## src/ncb_pkg.sv

```systemverilog
// Package for the channel B oscillator preset register bank.
// Assumes a byte-addressed configuration port with 8-bit data, one clock.
package ncb_pkg;

   // ----------------------------------------------------------------
   // Register offsets
   // ----------------------------------------------------------------
   localparam logic [11:0] OFS_PHASE_P0  = 12'h244;
   localparam logic [11:0] OFS_FREQ_P1   = 12'h248;
   localparam logic [11:0] OFS_PHASE_P1  = 12'h24C;
   localparam logic [11:0] OFS_FREQ_P2   = 12'h250;
   localparam logic [11:0] OFS_PHASE_P2  = 12'h254;
   localparam logic [11:0] OFS_FREQ_P3   = 12'h258;
   localparam logic [11:0] OFS_PHASE_P3  = 12'h25C;
   localparam logic [11:0] OFS_STARTUP   = 12'h270;
   localparam logic [11:0] OFS_VARIANT   = 12'h297;
   // Spacing between presets
   localparam logic [11:0] PRESET_STRIDE = 12'h008;

   // ----------------------------------------------------------------
   // Fields and reset values
   // ----------------------------------------------------------------
   localparam int          STARTUP_DONE_BIT = 0;
   localparam logic [31:0] FREQ_RESET       = 32'hC0000000;
   localparam logic [15:0] PHASE_RESET      = 16'h0000;
   // Variant code value is arbitrary
   localparam logic [7:0]  VARIANT_DEFAULT  = 8'h00;
   // Startup sequence length in clock cycles
   localparam int          INIT_CYCLES      = 64;

   // ----------------------------------------------------------------
   // Carriers
   // ----------------------------------------------------------------
   typedef struct packed {
      logic [31:0] freq;
      logic [15:0] phase;
   } ncb_preset_t;

   typedef struct packed {
      logic        wr;
      logic        rd;
      logic [11:0] addr;
      logic [7:0]  wdata;
   } ncb_req_t;

endpackage

```

## src/ncb_regs.sv

```systemverilog
// Channel B oscillator preset registers, startup status, variant code.
// Assumes the SPI front end hands over byte requests on sys_clk.
module ncb_regs
   import ncb_pkg::*;
#(
   parameter logic [7:0] VARIANT_CODE = VARIANT_DEFAULT,
   parameter int         INIT_LEN     = INIT_CYCLES
)(
   // Clock and reset
   input  wire logic         sys_clk,
   input  wire logic         srst,
   // Byte register port
   input  wire ncb_req_t     req,
   output logic [7:0]        rdata,
   output logic              rvalid,
   // Mode and oscillator outputs
   input  wire logic         interleave_mode,
   input  wire ncb_preset_t  chan_a_preset [4],
   output ncb_preset_t       chan_b_active [4],
   output logic              init_done
);

   // ----------------------------------------------------------------
   // Storage
   // ----------------------------------------------------------------
   logic [15:0] chan_b_phase [4];
   logic [31:0] chan_b_freq  [4];
   logic [$clog2(INIT_LEN+1)-1:0] init_cnt;
   logic [7:0]  next_rdata;

   // Decode helpers: index and byte lane within a preset group
   logic [11:0] rel;
   logic [1:0]  pidx;
   logic        is_freq;
   logic        in_bank;
   assign rel     = req.addr - OFS_PHASE_P0 + 12'h004;
   assign in_bank = (req.addr >= OFS_PHASE_P0) && (req.addr <= OFS_PHASE_P3 + 12'h001);
   assign pidx    = rel[4:3];
   assign is_freq = ~rel[2];

   // ----------------------------------------------------------------
   // Startup sequencer
   // ----------------------------------------------------------------
   // Counter stands in for internal calibration; flag sticks once set
   always_ff @(posedge sys_clk) begin
      if (srst) begin
         init_cnt  <= '0;
         init_done <= 1'b0;
      end else if (init_cnt == INIT_LEN[$bits(init_cnt)-1:0]) begin
         init_done <= 1'b1;
      end else begin
         init_cnt  <= init_cnt + 1'b1;
      end
   end

   // ----------------------------------------------------------------
   // Preset writes
   // ----------------------------------------------------------------
   // Writes are not blocked before startup; the host holds them off
   always_ff @(posedge sys_clk) begin
      if (srst) begin
         for (int i = 0; i < 4; i++) begin
            chan_b_phase[i] <= PHASE_RESET;
            chan_b_freq[i]  <= FREQ_RESET;
         end
      end else if (req.wr && in_bank) begin
         if (is_freq && pidx != 2'd0)
            chan_b_freq[pidx][8*rel[1:0] +: 8] <= req.wdata;
         else if (!is_freq && rel[1] == 1'b0)
            chan_b_phase[pidx][8*rel[0] +: 8] <= req.wdata;
      end
   end

   // ----------------------------------------------------------------
   // Read path
   // ----------------------------------------------------------------
   // Unmapped and reserved bytes read zero
   always_comb begin
      next_rdata = 8'h00;
      if (req.addr == OFS_STARTUP)
         next_rdata[STARTUP_DONE_BIT] = init_done;
      else if (req.addr == OFS_VARIANT)
         next_rdata = VARIANT_CODE;
      else if (in_bank && is_freq && pidx != 2'd0)
         next_rdata = chan_b_freq[pidx][8*rel[1:0] +: 8];
      else if (in_bank && !is_freq && rel[1] == 1'b0)
         next_rdata = chan_b_phase[pidx][8*rel[0] +: 8];
   end

   // Read data registered, valid one cycle after the request
   always_ff @(posedge sys_clk) begin
      if (srst) begin
         rdata  <= 8'h00;
         rvalid <= 1'b0;
      end else begin
         rvalid <= req.rd;
         if (req.rd)
            rdata <= next_rdata;
      end
   end

   // ----------------------------------------------------------------
   // Oscillator selection
   // ----------------------------------------------------------------
   // Preset 0 frequency lives outside this bank; channel A copy stands in
   always_comb begin
      for (int i = 0; i < 4; i++) begin
         if (interleave_mode)
            chan_b_active[i] = chan_a_preset[i];
         else
            chan_b_active[i] = '{freq:  (i == 0) ? chan_a_preset[0].freq : chan_b_freq[i],
                                 phase: chan_b_phase[i]};
      end
   end

   // ----------------------------------------------------------------
   // Checks
   // ----------------------------------------------------------------
   property p_phase_reset;
      @(posedge sys_clk) srst |=> chan_b_phase[0] == PHASE_RESET && chan_b_phase[3] == 16'h0000;
   endproperty
   a_phase_reset: assert property (p_phase_reset) else $error("phase not zero after reset");

   property p_freq_reset;
      @(posedge sys_clk) srst |=> chan_b_freq[1] == 32'hC0000000 && chan_b_freq[3] == 32'hC0000000;
   endproperty
   a_freq_reset: assert property (p_freq_reset) else $error("freq reset value wrong");

   property p_phase_write;
      @(posedge sys_clk) disable iff (srst)
         req.wr && req.addr == OFS_PHASE_P1 |=> chan_b_phase[1][7:0] == $past(req.wdata);
   endproperty
   a_phase_write: assert property (p_phase_write) else $error("phase write lost");

   property p_init_done;
      @(posedge sys_clk) disable iff (srst)
         $rose(init_done) |-> $past(init_cnt) == INIT_LEN[$bits(init_cnt)-1:0];
   endproperty
   a_init_done: assert property (p_init_done) else $error("startup flag early");

   property p_status_read;
      @(posedge sys_clk) disable iff (srst)
         req.rd && req.addr == OFS_STARTUP |=> rvalid && rdata == {7'h00, $past(init_done)};
   endproperty
   a_status_read: assert property (p_status_read) else $error("status read wrong");

   property p_variant_read;
      @(posedge sys_clk) disable iff (srst)
         req.rd && req.addr == OFS_VARIANT |=> rdata == VARIANT_CODE;
   endproperty
   a_variant_read: assert property (p_variant_read) else $error("variant read wrong");

   property p_interleave;
      @(posedge sys_clk) disable iff (srst)
         interleave_mode |-> chan_b_active[2] == chan_a_preset[2];
   endproperty
   a_interleave: assert property (p_interleave) else $error("chan B used in interleave");

   property p_freq_write;
      @(posedge sys_clk) disable iff (srst)
         req.wr && req.addr == OFS_FREQ_P2 + 12'h003 |=> chan_b_freq[2][31:24] == $past(req.wdata);
   endproperty
   a_freq_write: assert property (p_freq_write) else $error("freq write lost");

   // Remaining reset values, so every preset word is covered
   property p_phase_reset_mid;
      @(posedge sys_clk) srst |=> chan_b_phase[1] == PHASE_RESET && chan_b_phase[2] == PHASE_RESET;
   endproperty
   a_phase_reset_mid: assert property (p_phase_reset_mid) else $error("phase reset wrong");

   property p_freq_reset_mid;
      @(posedge sys_clk) srst |=> chan_b_freq[2] == FREQ_RESET;
   endproperty
   a_freq_reset_mid: assert property (p_freq_reset_mid) else $error("freq 2 reset wrong");

   // Byte lanes at both ends of the bank, plus the lowest frequency byte
   property p_phase0_write;
      @(posedge sys_clk) disable iff (srst)
         req.wr && req.addr == OFS_PHASE_P0 + 12'h001 |=> chan_b_phase[0][15:8] == $past(req.wdata);
   endproperty
   a_phase0_write: assert property (p_phase0_write) else $error("phase 0 write lost");

   property p_freq1_write;
      @(posedge sys_clk) disable iff (srst)
         req.wr && req.addr == OFS_FREQ_P1 |=> chan_b_freq[1][7:0] == $past(req.wdata);
   endproperty
   a_freq1_write: assert property (p_freq1_write) else $error("freq 1 write lost");

   property p_phase3_write;
      @(posedge sys_clk) disable iff (srst)
         req.wr && req.addr == OFS_PHASE_P3 + 12'h001 |=> chan_b_phase[3][15:8] == $past(req.wdata);
   endproperty
   a_phase3_write: assert property (p_phase3_write) else $error("phase 3 write lost");

   // Startup flag never drops without a reset
   property p_init_sticky;
      @(posedge sys_clk) disable iff (srst)
         init_done |=> init_done;
   endproperty
   a_init_sticky: assert property (p_init_sticky) else $error("startup flag dropped");

   // Read answer timing: exactly one cycle, never unasked
   property p_read_latency;
      @(posedge sys_clk) disable iff (srst)
         req.rd |=> rvalid;
   endproperty
   a_read_latency: assert property (p_read_latency) else $error("read answer missing");

   property p_rvalid_cause;
      @(posedge sys_clk) disable iff (srst)
         rvalid |-> $past(req.rd);
   endproperty
   a_rvalid_cause: assert property (p_rvalid_cause) else $error("read answer unasked");

   // Reserved status bits read zero
   property p_status_reserved;
      @(posedge sys_clk) disable iff (srst)
         req.rd && req.addr == OFS_STARTUP |=> rdata[7:1] == 7'h00;
   endproperty
   a_status_reserved: assert property (p_status_reserved) else $error("reserved bits set");

   // Normal mode passes channel B preset 3 through
   property p_direct_path;
      @(posedge sys_clk) disable iff (srst)
         !interleave_mode |-> chan_b_active[3].freq == chan_b_freq[3]
                              && chan_b_active[3].phase == chan_b_phase[3];
   endproperty
   a_direct_path: assert property (p_direct_path) else $error("chan B preset not used");

endmodule

```

## config.mk

```make
export PLATFORM = sky130hd
export DESIGN_NAME = ncb_regs
export DESIGN_NICKNAME = d
export VERILOG_FILES = /design/src/ncb_pkg.sv /design/src/ncb_regs.sv
export SDC_FILE = /design/constraint.sdc
export NUM_CORES = 1
export LEC_CHECK = 0
export ABC_CLOCK_PERIOD_IN_PS = 3470
export BUFFER_PORTS_ARGS = -buffer_cell sky130_fd_sc_hd__buf_4
export CAP_MARGIN = 20
export CORE_AREA = 2 2 163 165
export CTS_BUF_LIST = sky130_fd_sc_hd__clkbuf_8
export CTS_CLUSTER_SIZE = 8
export DETAILED_ROUTE_END_ITERATION = 8
export DIE_AREA = 0 0 165 167
export GPL_TIMING_DRIVEN = 0
export PLACE_DENSITY = 0.82
export SYNTH_ARGS = -nofsm -noshare
export SYNTH_HDL_FRONTEND = slang
export SYNTH_SLANG_ARGS = --single-unit
```

## constraint.sdc

```tcl
create_clock -name sys_clk -period 3.47 [get_ports sys_clk]
set_input_delay 0.694 -clock sys_clk [delete_from_list [all_inputs] [get_ports sys_clk]]
set_output_delay 0.694 -clock sys_clk [all_outputs]
set_load 0.01 [all_outputs]
```

==> results.toml, run 1 <==
[outcome]
status = "finished with violations"
violations = "negative setup slack"

[hold_path]
hp-class = "in2reg"

[power]
total_power_w = 0.006338
p_leak_nw = 6.613
power.density_nw_per_um2 = 399.9
ir_worst_vdd_mv = 0.2167

[clocking]
clock-root-buffer = "clkbuf_8"
cts_buffer_depth = 3
numCtsBuffers = 35
cts_tree = "done"
cts_sinks = 209
hold_buffers = 0
clkLatencyLatePin_ns = 0.53
post_cts_buffers = 0
htreeDepth = 2
clk_pin_slew_ns = 0.06

[routing]
viasPerCell = 5.667
drt_iter0_markers = 1147
wirelength_microns = 44440
drtPass1Iterations = 5
ant_nets = 0
vias = 9714
wl_per_cell_microns = 25.93
drc_errors = 0

[worst_setup_path]
worstSetupStartpointType = "input pin"
critPathBufInv = 4
critPathMaxFanout = 12
cp_data_arrival_time_ns = 3.77
slowest_delay_ns = 0.83
cp.required_ns = 3.62
end_kind = "flip-flop"
cp_cell_sequence = "buf_4, clkinv_1, clkbuf_2, ha_1, nor4bb_1, a211o_1, buf_6, nor3_1, nand4_1, o21bai_1"
path_class = "in2reg"
cp_slowest_cell = "o21bai_1"
cp_top_family = "compound AO/OA/AOI/OAI gates"

[die]
row_count = 59
die-height_microns = 167
top_level_ports = 419
start_util_pct = 45.36
die_x_microns = 165
die_area_sq_um = 27560
core_region_area_sq_um = 25760

[sta]
max_freq_mhz = 276.0
rsz0062_at_grt = "true"
worst_pin_slew_ns = 1.093
worst_slack_ns = -0.1532
slew_headroom_pct = 27.15
fin_worst_skew_ns = 0.01749
finalSetupViolCount = 45
finalCritPeriodShare_pct = 104.4
hold_viol = 0
maxSlewViolCount = 0
period_minus_slack_ns = 3.623

[synth]
synth-seq-cells = 209
yosysWarnings = 0
synth-main-ff-cell = "edfxtp_1"
yosysUniqueCellTypes = 50
synth.avg_cell_area_sq_um = 13.04
syn_inst = 896
seq_area_frac_synth_pct = 52.25
syn_area_sq_um = 11690
synth_edf_count = 192
async_reset_ff_share_pct = 0

[global_routing]
grt_usage_pct = 31.65
grt_overflow = 0
grt_first_pass_wirelength_microns = 62180
grt_antenna_before_repair = 4
grt_max_degree = 13
grt_pass1_vias = 9723

[placement]
dpl_worst_slack_ns = -0.7386
place.detailed.hpwl_microns = 34100
io_buffer_count = 384
routabilityCongestion = 0.9732

[cells_and_area]
final_layout_size_suffix_gt1_share_pct = 51.64
syn_to_final_growth_pct = 35.62
final_common_cell = "buf_4"
nNetsFinal = 1574
layout_common_cells = "buf_4 (419), edfxtp_1 (192), mux2_2 (161), nor2_1 (92), nand2_1 (55)"

[flow_run]
cap_violations = 0
==> per-layer routing <==
| layer | vias to the layer above | GRT usage, % | routed length, microns | share of wire (%) |
|---|---|---|---|---|
| met5 | - | 0 | 17 | 0.038 |
| met4 | 2 | 13.16 | 1740 | 3.9 |
| met3 | 104 | 8.493 | 5462 | 12 |
| met2 | 698 | 50.72 | 21060 | 47 |
| met1 | 4686 | 40.60 | 16170 | 36 |
| li1 | 4224 | - | - | - |
==> layout make-up <==
| type | count | area, sq um |
|---|---|---|
| fill | 2084 | 9915 |
| sequential | 209 | 6106 |
| multi-input combinational | 612 | 5162 |
| timing repair buffer | 387 | 2920 |
| clock buffer | 41 | 564.3 |
| buffer | 100 | 534.3 |
| tap | 335 | 419.2 |
| clock inverter | 21 | 113.9 |
| inverter | 5 | 18.77 |
| antenna | 4 | 10.01 |
==> per-stage QoR <==
stage	std cells	util [%]	TNS (ns)	cell area [sq um]	hold slack [ns]
after floorplan	926	-	0	11800	0.4712
after global placement	1645	58.61	-116.82	15100	0.4760
after detailed placement	1647	58.73	-124.10	15130	0.4790
after CTS	1709	61.37	-0.09031	15810	0.4652
after global routing	1711	61.49	-5.900	15840	0.5123
final	1714	61.52	-2.956	15850	0.4831
==> synthesized netlist by cell type (4+ instances only) <==
library cell / count / area (sq um)
and3_1: 49 / 306.5
ha_1: 7 / 87.58
a221o_1: 6 / 60.06
nand2b_1: 5 / 31.28
nor4_1: 4 / 25.02
nor2_1: 92 / 345.3
nand2_1: 55 / 206.5
mux2_2: 161 / 1813
a21o_1: 18 / 135.1
nand4_1: 6 / 37.54
buf_2: 8 / 40.04
xor2_1: 4 / 35.03
nor2b_1: 6 / 37.54
nand3_1: 23 / 115.1
clkbuf_1: 48 / 180.2
buf_1: 8 / 30.03
and2_1: 39 / 244.0
inv_1: 4 / 15.01
a21oi_1: 11 / 55.05
buf_4: 35 / 262.8
mux4_2: 48 / 1081
edfxtp_1: 192 / 5766
nor3_1: 7 / 35.03
nor4_4: 4 / 85.08
a31oi_1: 7 / 43.79
dfxtp_1: 17 / 340.3
==> worst register-to-register path, stage by stage, from the launching register on <==
cell,delay [ns]
dfxtp_1,0.34
inv_1,0.10
ha_1,0.13
or4b_2,0.58
nor3b_1,0.49
mux2i_1,0.25
nor2_1,0.05
==> flip-flops by register name, indices dropped and copies added (netlist names) <==
name	cells
chan_b_phase	64
chan_b_freq	128
rdata	8
rvalid	1
init_done	1
init_cnt	7
==> report_power, final <==
| part | total (W) | internal, W | switching, W |
|---|---|---|---|
| clock network | 0.00213 | 0.00115 | 0.000984 |
| logic | 0.00124 | 0.000638 | 0.000597 |
| registers | 0.00297 | 0.00288 | 0.0000872 |
| total | 0.00634 | 0.00467 | 0.00167 |
==> final timing paths <==
path | startpoint | endpoint | slack (ns) | depth (start not counted)
worst min register to register | rdata[5]$_SDFFE_PP0P_ | rdata[5]$_SDFFE_PP0P_ | 0.51 | 1
worst max-delay path | req[8] | chan_b_phase[3][11]$_DFFE_PP_ | -0.15 | 10
worst min-delay path | req[20] | rdata[0]$_SDFFE_PP0P_ | 0.48 | 3
worst max register to register | init_cnt[0]$_SDFFE_PP0P_ | init_cnt[1]$_SDFFE_PP0P_ | 1.39 | 6
==> cells by family after synthesis <==
| family | count (synthesis) | share of synthesized area, % |
|---|---|---|
| XOR/XNOR | 6 | 0.4497 |
| other | 2 | 0.06426 |
| buffers and inverters | 105 | 4.647 |
| flip-flops | 209 | 52.25 |
| AO/OA/AOI/OAI | 52 | 3.201 |
| AND/OR/NAND/NOR | 305 | 13.79 |
| adder cells (fa/ha/maj) | 7 | 0.7494 |
| multiplexers | 210 | 24.85 |
==> what timing repair did <==
action / CTS / global route
setup endpoints to repair: 98 / 160
resized for setup: 2 / 21
endpoints found under the hold margin: 0 / 0
pin swaps: 0 / 0
(Power assumes the default switching activity.)
==> inputs of run 2 (changes only) <==
--- a/config.mk
+++ b/config.mk
@@ -8,13 +8,14 @@
 export ABC_CLOCK_PERIOD_IN_PS = 3470
 export BUFFER_PORTS_ARGS = -buffer_cell sky130_fd_sc_hd__buf_4
 export CAP_MARGIN = 20
-export CORE_AREA = 2 2 163 165
+export CELL_PAD_IN_SITES_DETAIL_PLACEMENT = 1
+export CELL_PAD_IN_SITES_GLOBAL_PLACEMENT = 1
+export CORE_UTILIZATION = 40
 export CTS_BUF_LIST = sky130_fd_sc_hd__clkbuf_8
 export CTS_CLUSTER_SIZE = 8
 export DETAILED_ROUTE_END_ITERATION = 8
-export DIE_AREA = 0 0 165 167
 export GPL_TIMING_DRIVEN = 0
-export PLACE_DENSITY = 0.82
+export PLACE_DENSITY = 0.9
 export SYNTH_ARGS = -nofsm -noshare
 export SYNTH_HDL_FRONTEND = slang
 export SYNTH_SLANG_ARGS = --single-unit
==> results.toml, run 2 (synthesis results as in run 1) <==
[cells_and_area]
final_common_cell = "buf_4"
largest_reg_flops = 128
reg_top3 = "chan_b_freq (128), chan_b_phase (64), rdata (8)"
syn_to_final_growth_pct = 36.35
largest-register = "chan_b_freq"
final_layout_size_suffix_gt1_share_pct = 52.06
finalNonFillerCells = 1773
layout_common_cells = "buf_4 (423), edfxtp_1 (192), mux2_2 (161), nor2_1 (91), nand2_1 (55)"
nNetsFinal = 1581
fin_util_pct = 55.51

[outcome]
status = "finished with violations"
violations = "negative setup slack"

[routing]
vias = 10350
wl_per_cell_microns = 28.24
drtPass1Iterations = 7
drt_iter0_markers = 971
ant_nets = 0
wirelength_microns = 50060
drc_errors = 0
viasPerCell = 5.838

[worst_setup_path]
cpMostUsedCell = "clkbuf_2"
worstSetupStartpointType = "input pin"
cp.required_ns = 3.67
path_class = "in2reg"
rr_worst_depth = 6
critPathMaxFanout = 12
cp_data_arrival_time_ns = 3.71
cp_cell_sequence = "buf_4, clkinv_1, clkbuf_2, ha_1, nor4bb_1, a211o_1, buf_6, nor4_2, clkbuf_2, a21o_1"
end_kind = "flip-flop"
slowest_delay_ns = 0.52
cp_slowest_cell = "nor4_2"

[global_routing]
grt_max_degree = 13
grt_usage_pct = 33.05
grt_antenna_before_repair = 3
grtUsageMet1_pct = 41.47
grt_pass1_vias = 10620
grt_first_pass_wirelength_microns = 71420
use_met3_pct = 8.465
grt_overflow = 0
grt_busiest_layer = "met2"
met2_usage_pct = 53.95

[sta]
max_freq_mhz = 284.6
worst_pin_slew_ns = 1.057
fin_worst_skew_ns = 0.01551
finalSetupViolCount = 36
hold_viol = 0
rsz0062_at_grt = "true"
hold-worst-slack_ns = 0.4803
maxSlewViolCount = 0
finalCritPeriodShare_pct = 101.3
slew_headroom_pct = 29.52
worst_slack_ns = -0.04340
period_minus_slack_ns = 3.513

[clocking]
clkLatencyLatePin_ns = 0.55
numCtsBuffers = 37
htreeDepth = 2
clock-root-buffer = "clkbuf_8"
clk_pin_slew_ns = 0.06
cts_sinks = 209
cts_tree = "done"
cts_buffer_depth = 3

[die]
top_level_ports = 419
row_count = 62
die_area_sq_um = 29900
die_x_microns = 172.9
core_region_area_sq_um = 28700
start_util_pct = 40.71
die-height_microns = 172.9

[placement]
place.detailed.hpwl_microns = 37920
io_buffer_count = 384
dpl_worst_slack_ns = -0.9022
post-place-cells = 1696
routabilityCongestion = 0.9544

[power]
p_leak_nw = 6.639
p_int_w = 0.004565
power_frac_seq_pct = 46.8
ir_worst_vdd_mv = 0.1858
p_sw_share_pct = 28.26
pwr-share-clk_pct = 33.3
p_comb_share_pct = 19.9
power.density_nw_per_um2 = 399.4
switchingPower_w = 0.001798

[hold_path]
hold-path-cell-count = 3
hp-class = "in2reg"

[flow_run]
cap_violations = 0
[run 2: cell types whose count changed in the layout (fill, tap and decap cells not counted), moves of 2 or more]
cell / before / now
clkinv_1: 4 / 8
clkbuf_1: 40 / 38
clkinv_2: 0 / 5
o21bai_1: 2 / 0
buf_4: 419 / 423
clkbuf_8: 41 / 39
o21bai_2: 0 / 2
clkbuf_2: 8 / 11
[run 2: metal layers]
layer | vias to the layer above | wire length, microns
met5 | - | 40
met4 | 2 | 2296
met3 | 163 | 5400
met2 | 804 | 23970
met1 | 5144 | 18360
li1 | 4237 | -
[run 2: final cells by class]
class,instances,area (sq um)
plain buffers,100,536.8
inverters,5,18.77
clock inverters,28,118.9
multi-input cells,612,5171
fillers,3054,12770
flip-flops and latches,209,6106
repair buffers,392,2955
well taps,384,480.5
diodes,4,10.01
clock buffers,39,536.8
[run 2: power groups by stage]
| stage | Sequential, W | Clock, W | Combinational, W |
|---|---|---|---|
| after global routing | 0.00299 | 0.00221 | 0.00132 |
| after floorplan | 0.00297 | 0 | 0.000601 |
| final | 0.00298 | 0.00212 | 0.00127 |
| after CTS | 0.00298 | 0.00210 | 0.00125 |
| after detailed placement | 0.00303 | 0 | 0.00124 |
| after global placement | 0.00302 | 0 | 0.00120 |
[run 2: path summary, 6_finish.rpt]
kind	from	endpoint	slack, ns
worst max-delay path	req[8]	chan_b_phase[0][9]$_SDFFCE_PN0P_	-0.04
worst min-delay path	req[20]	rdata[0]$_SDFFE_PP0P_	0.48
worst max register to register	init_cnt[0]$_SDFFE_PP0P_	init_cnt[4]$_SDFFE_PP0P_	1.15
worst min register to register	rdata[4]$_SDFFE_PP0P_	rdata[4]$_SDFFE_PP0P_	0.49
[run 2: worst max-delay path, delay by kind of cell]
kind / cells / cell delay (ns)
adder cells (fa/ha/maj): 1 / 0.37
AND/OR/NAND/NOR: 2 / 0.66
buffers and inverters: 5 / 1.26
AO/OA/AOI/OAI: 2 / 0.72
[run 2: metrics by stage]
step	setup TNS (ns)	power, W	instance area [sq um]
2_1_floorplan	0	0.003566	11800
3_3_place_gp	-114.16	0.004222	15160
3_5_place_dp	-156.57	0.004268	15190
4_1_cts	0	0.006321	15870
5_1_grt	-3.621	0.006518	15930
6_report	-0.7727	0.006364	15930
[run 2: timing repair]
item                       in CTS  in global routing
setup endpoints to repair     119                173
pin swaps                       0                  4
buffers inserted                0                  4
hold buffers                    0                  0
resized for setup               9                 22
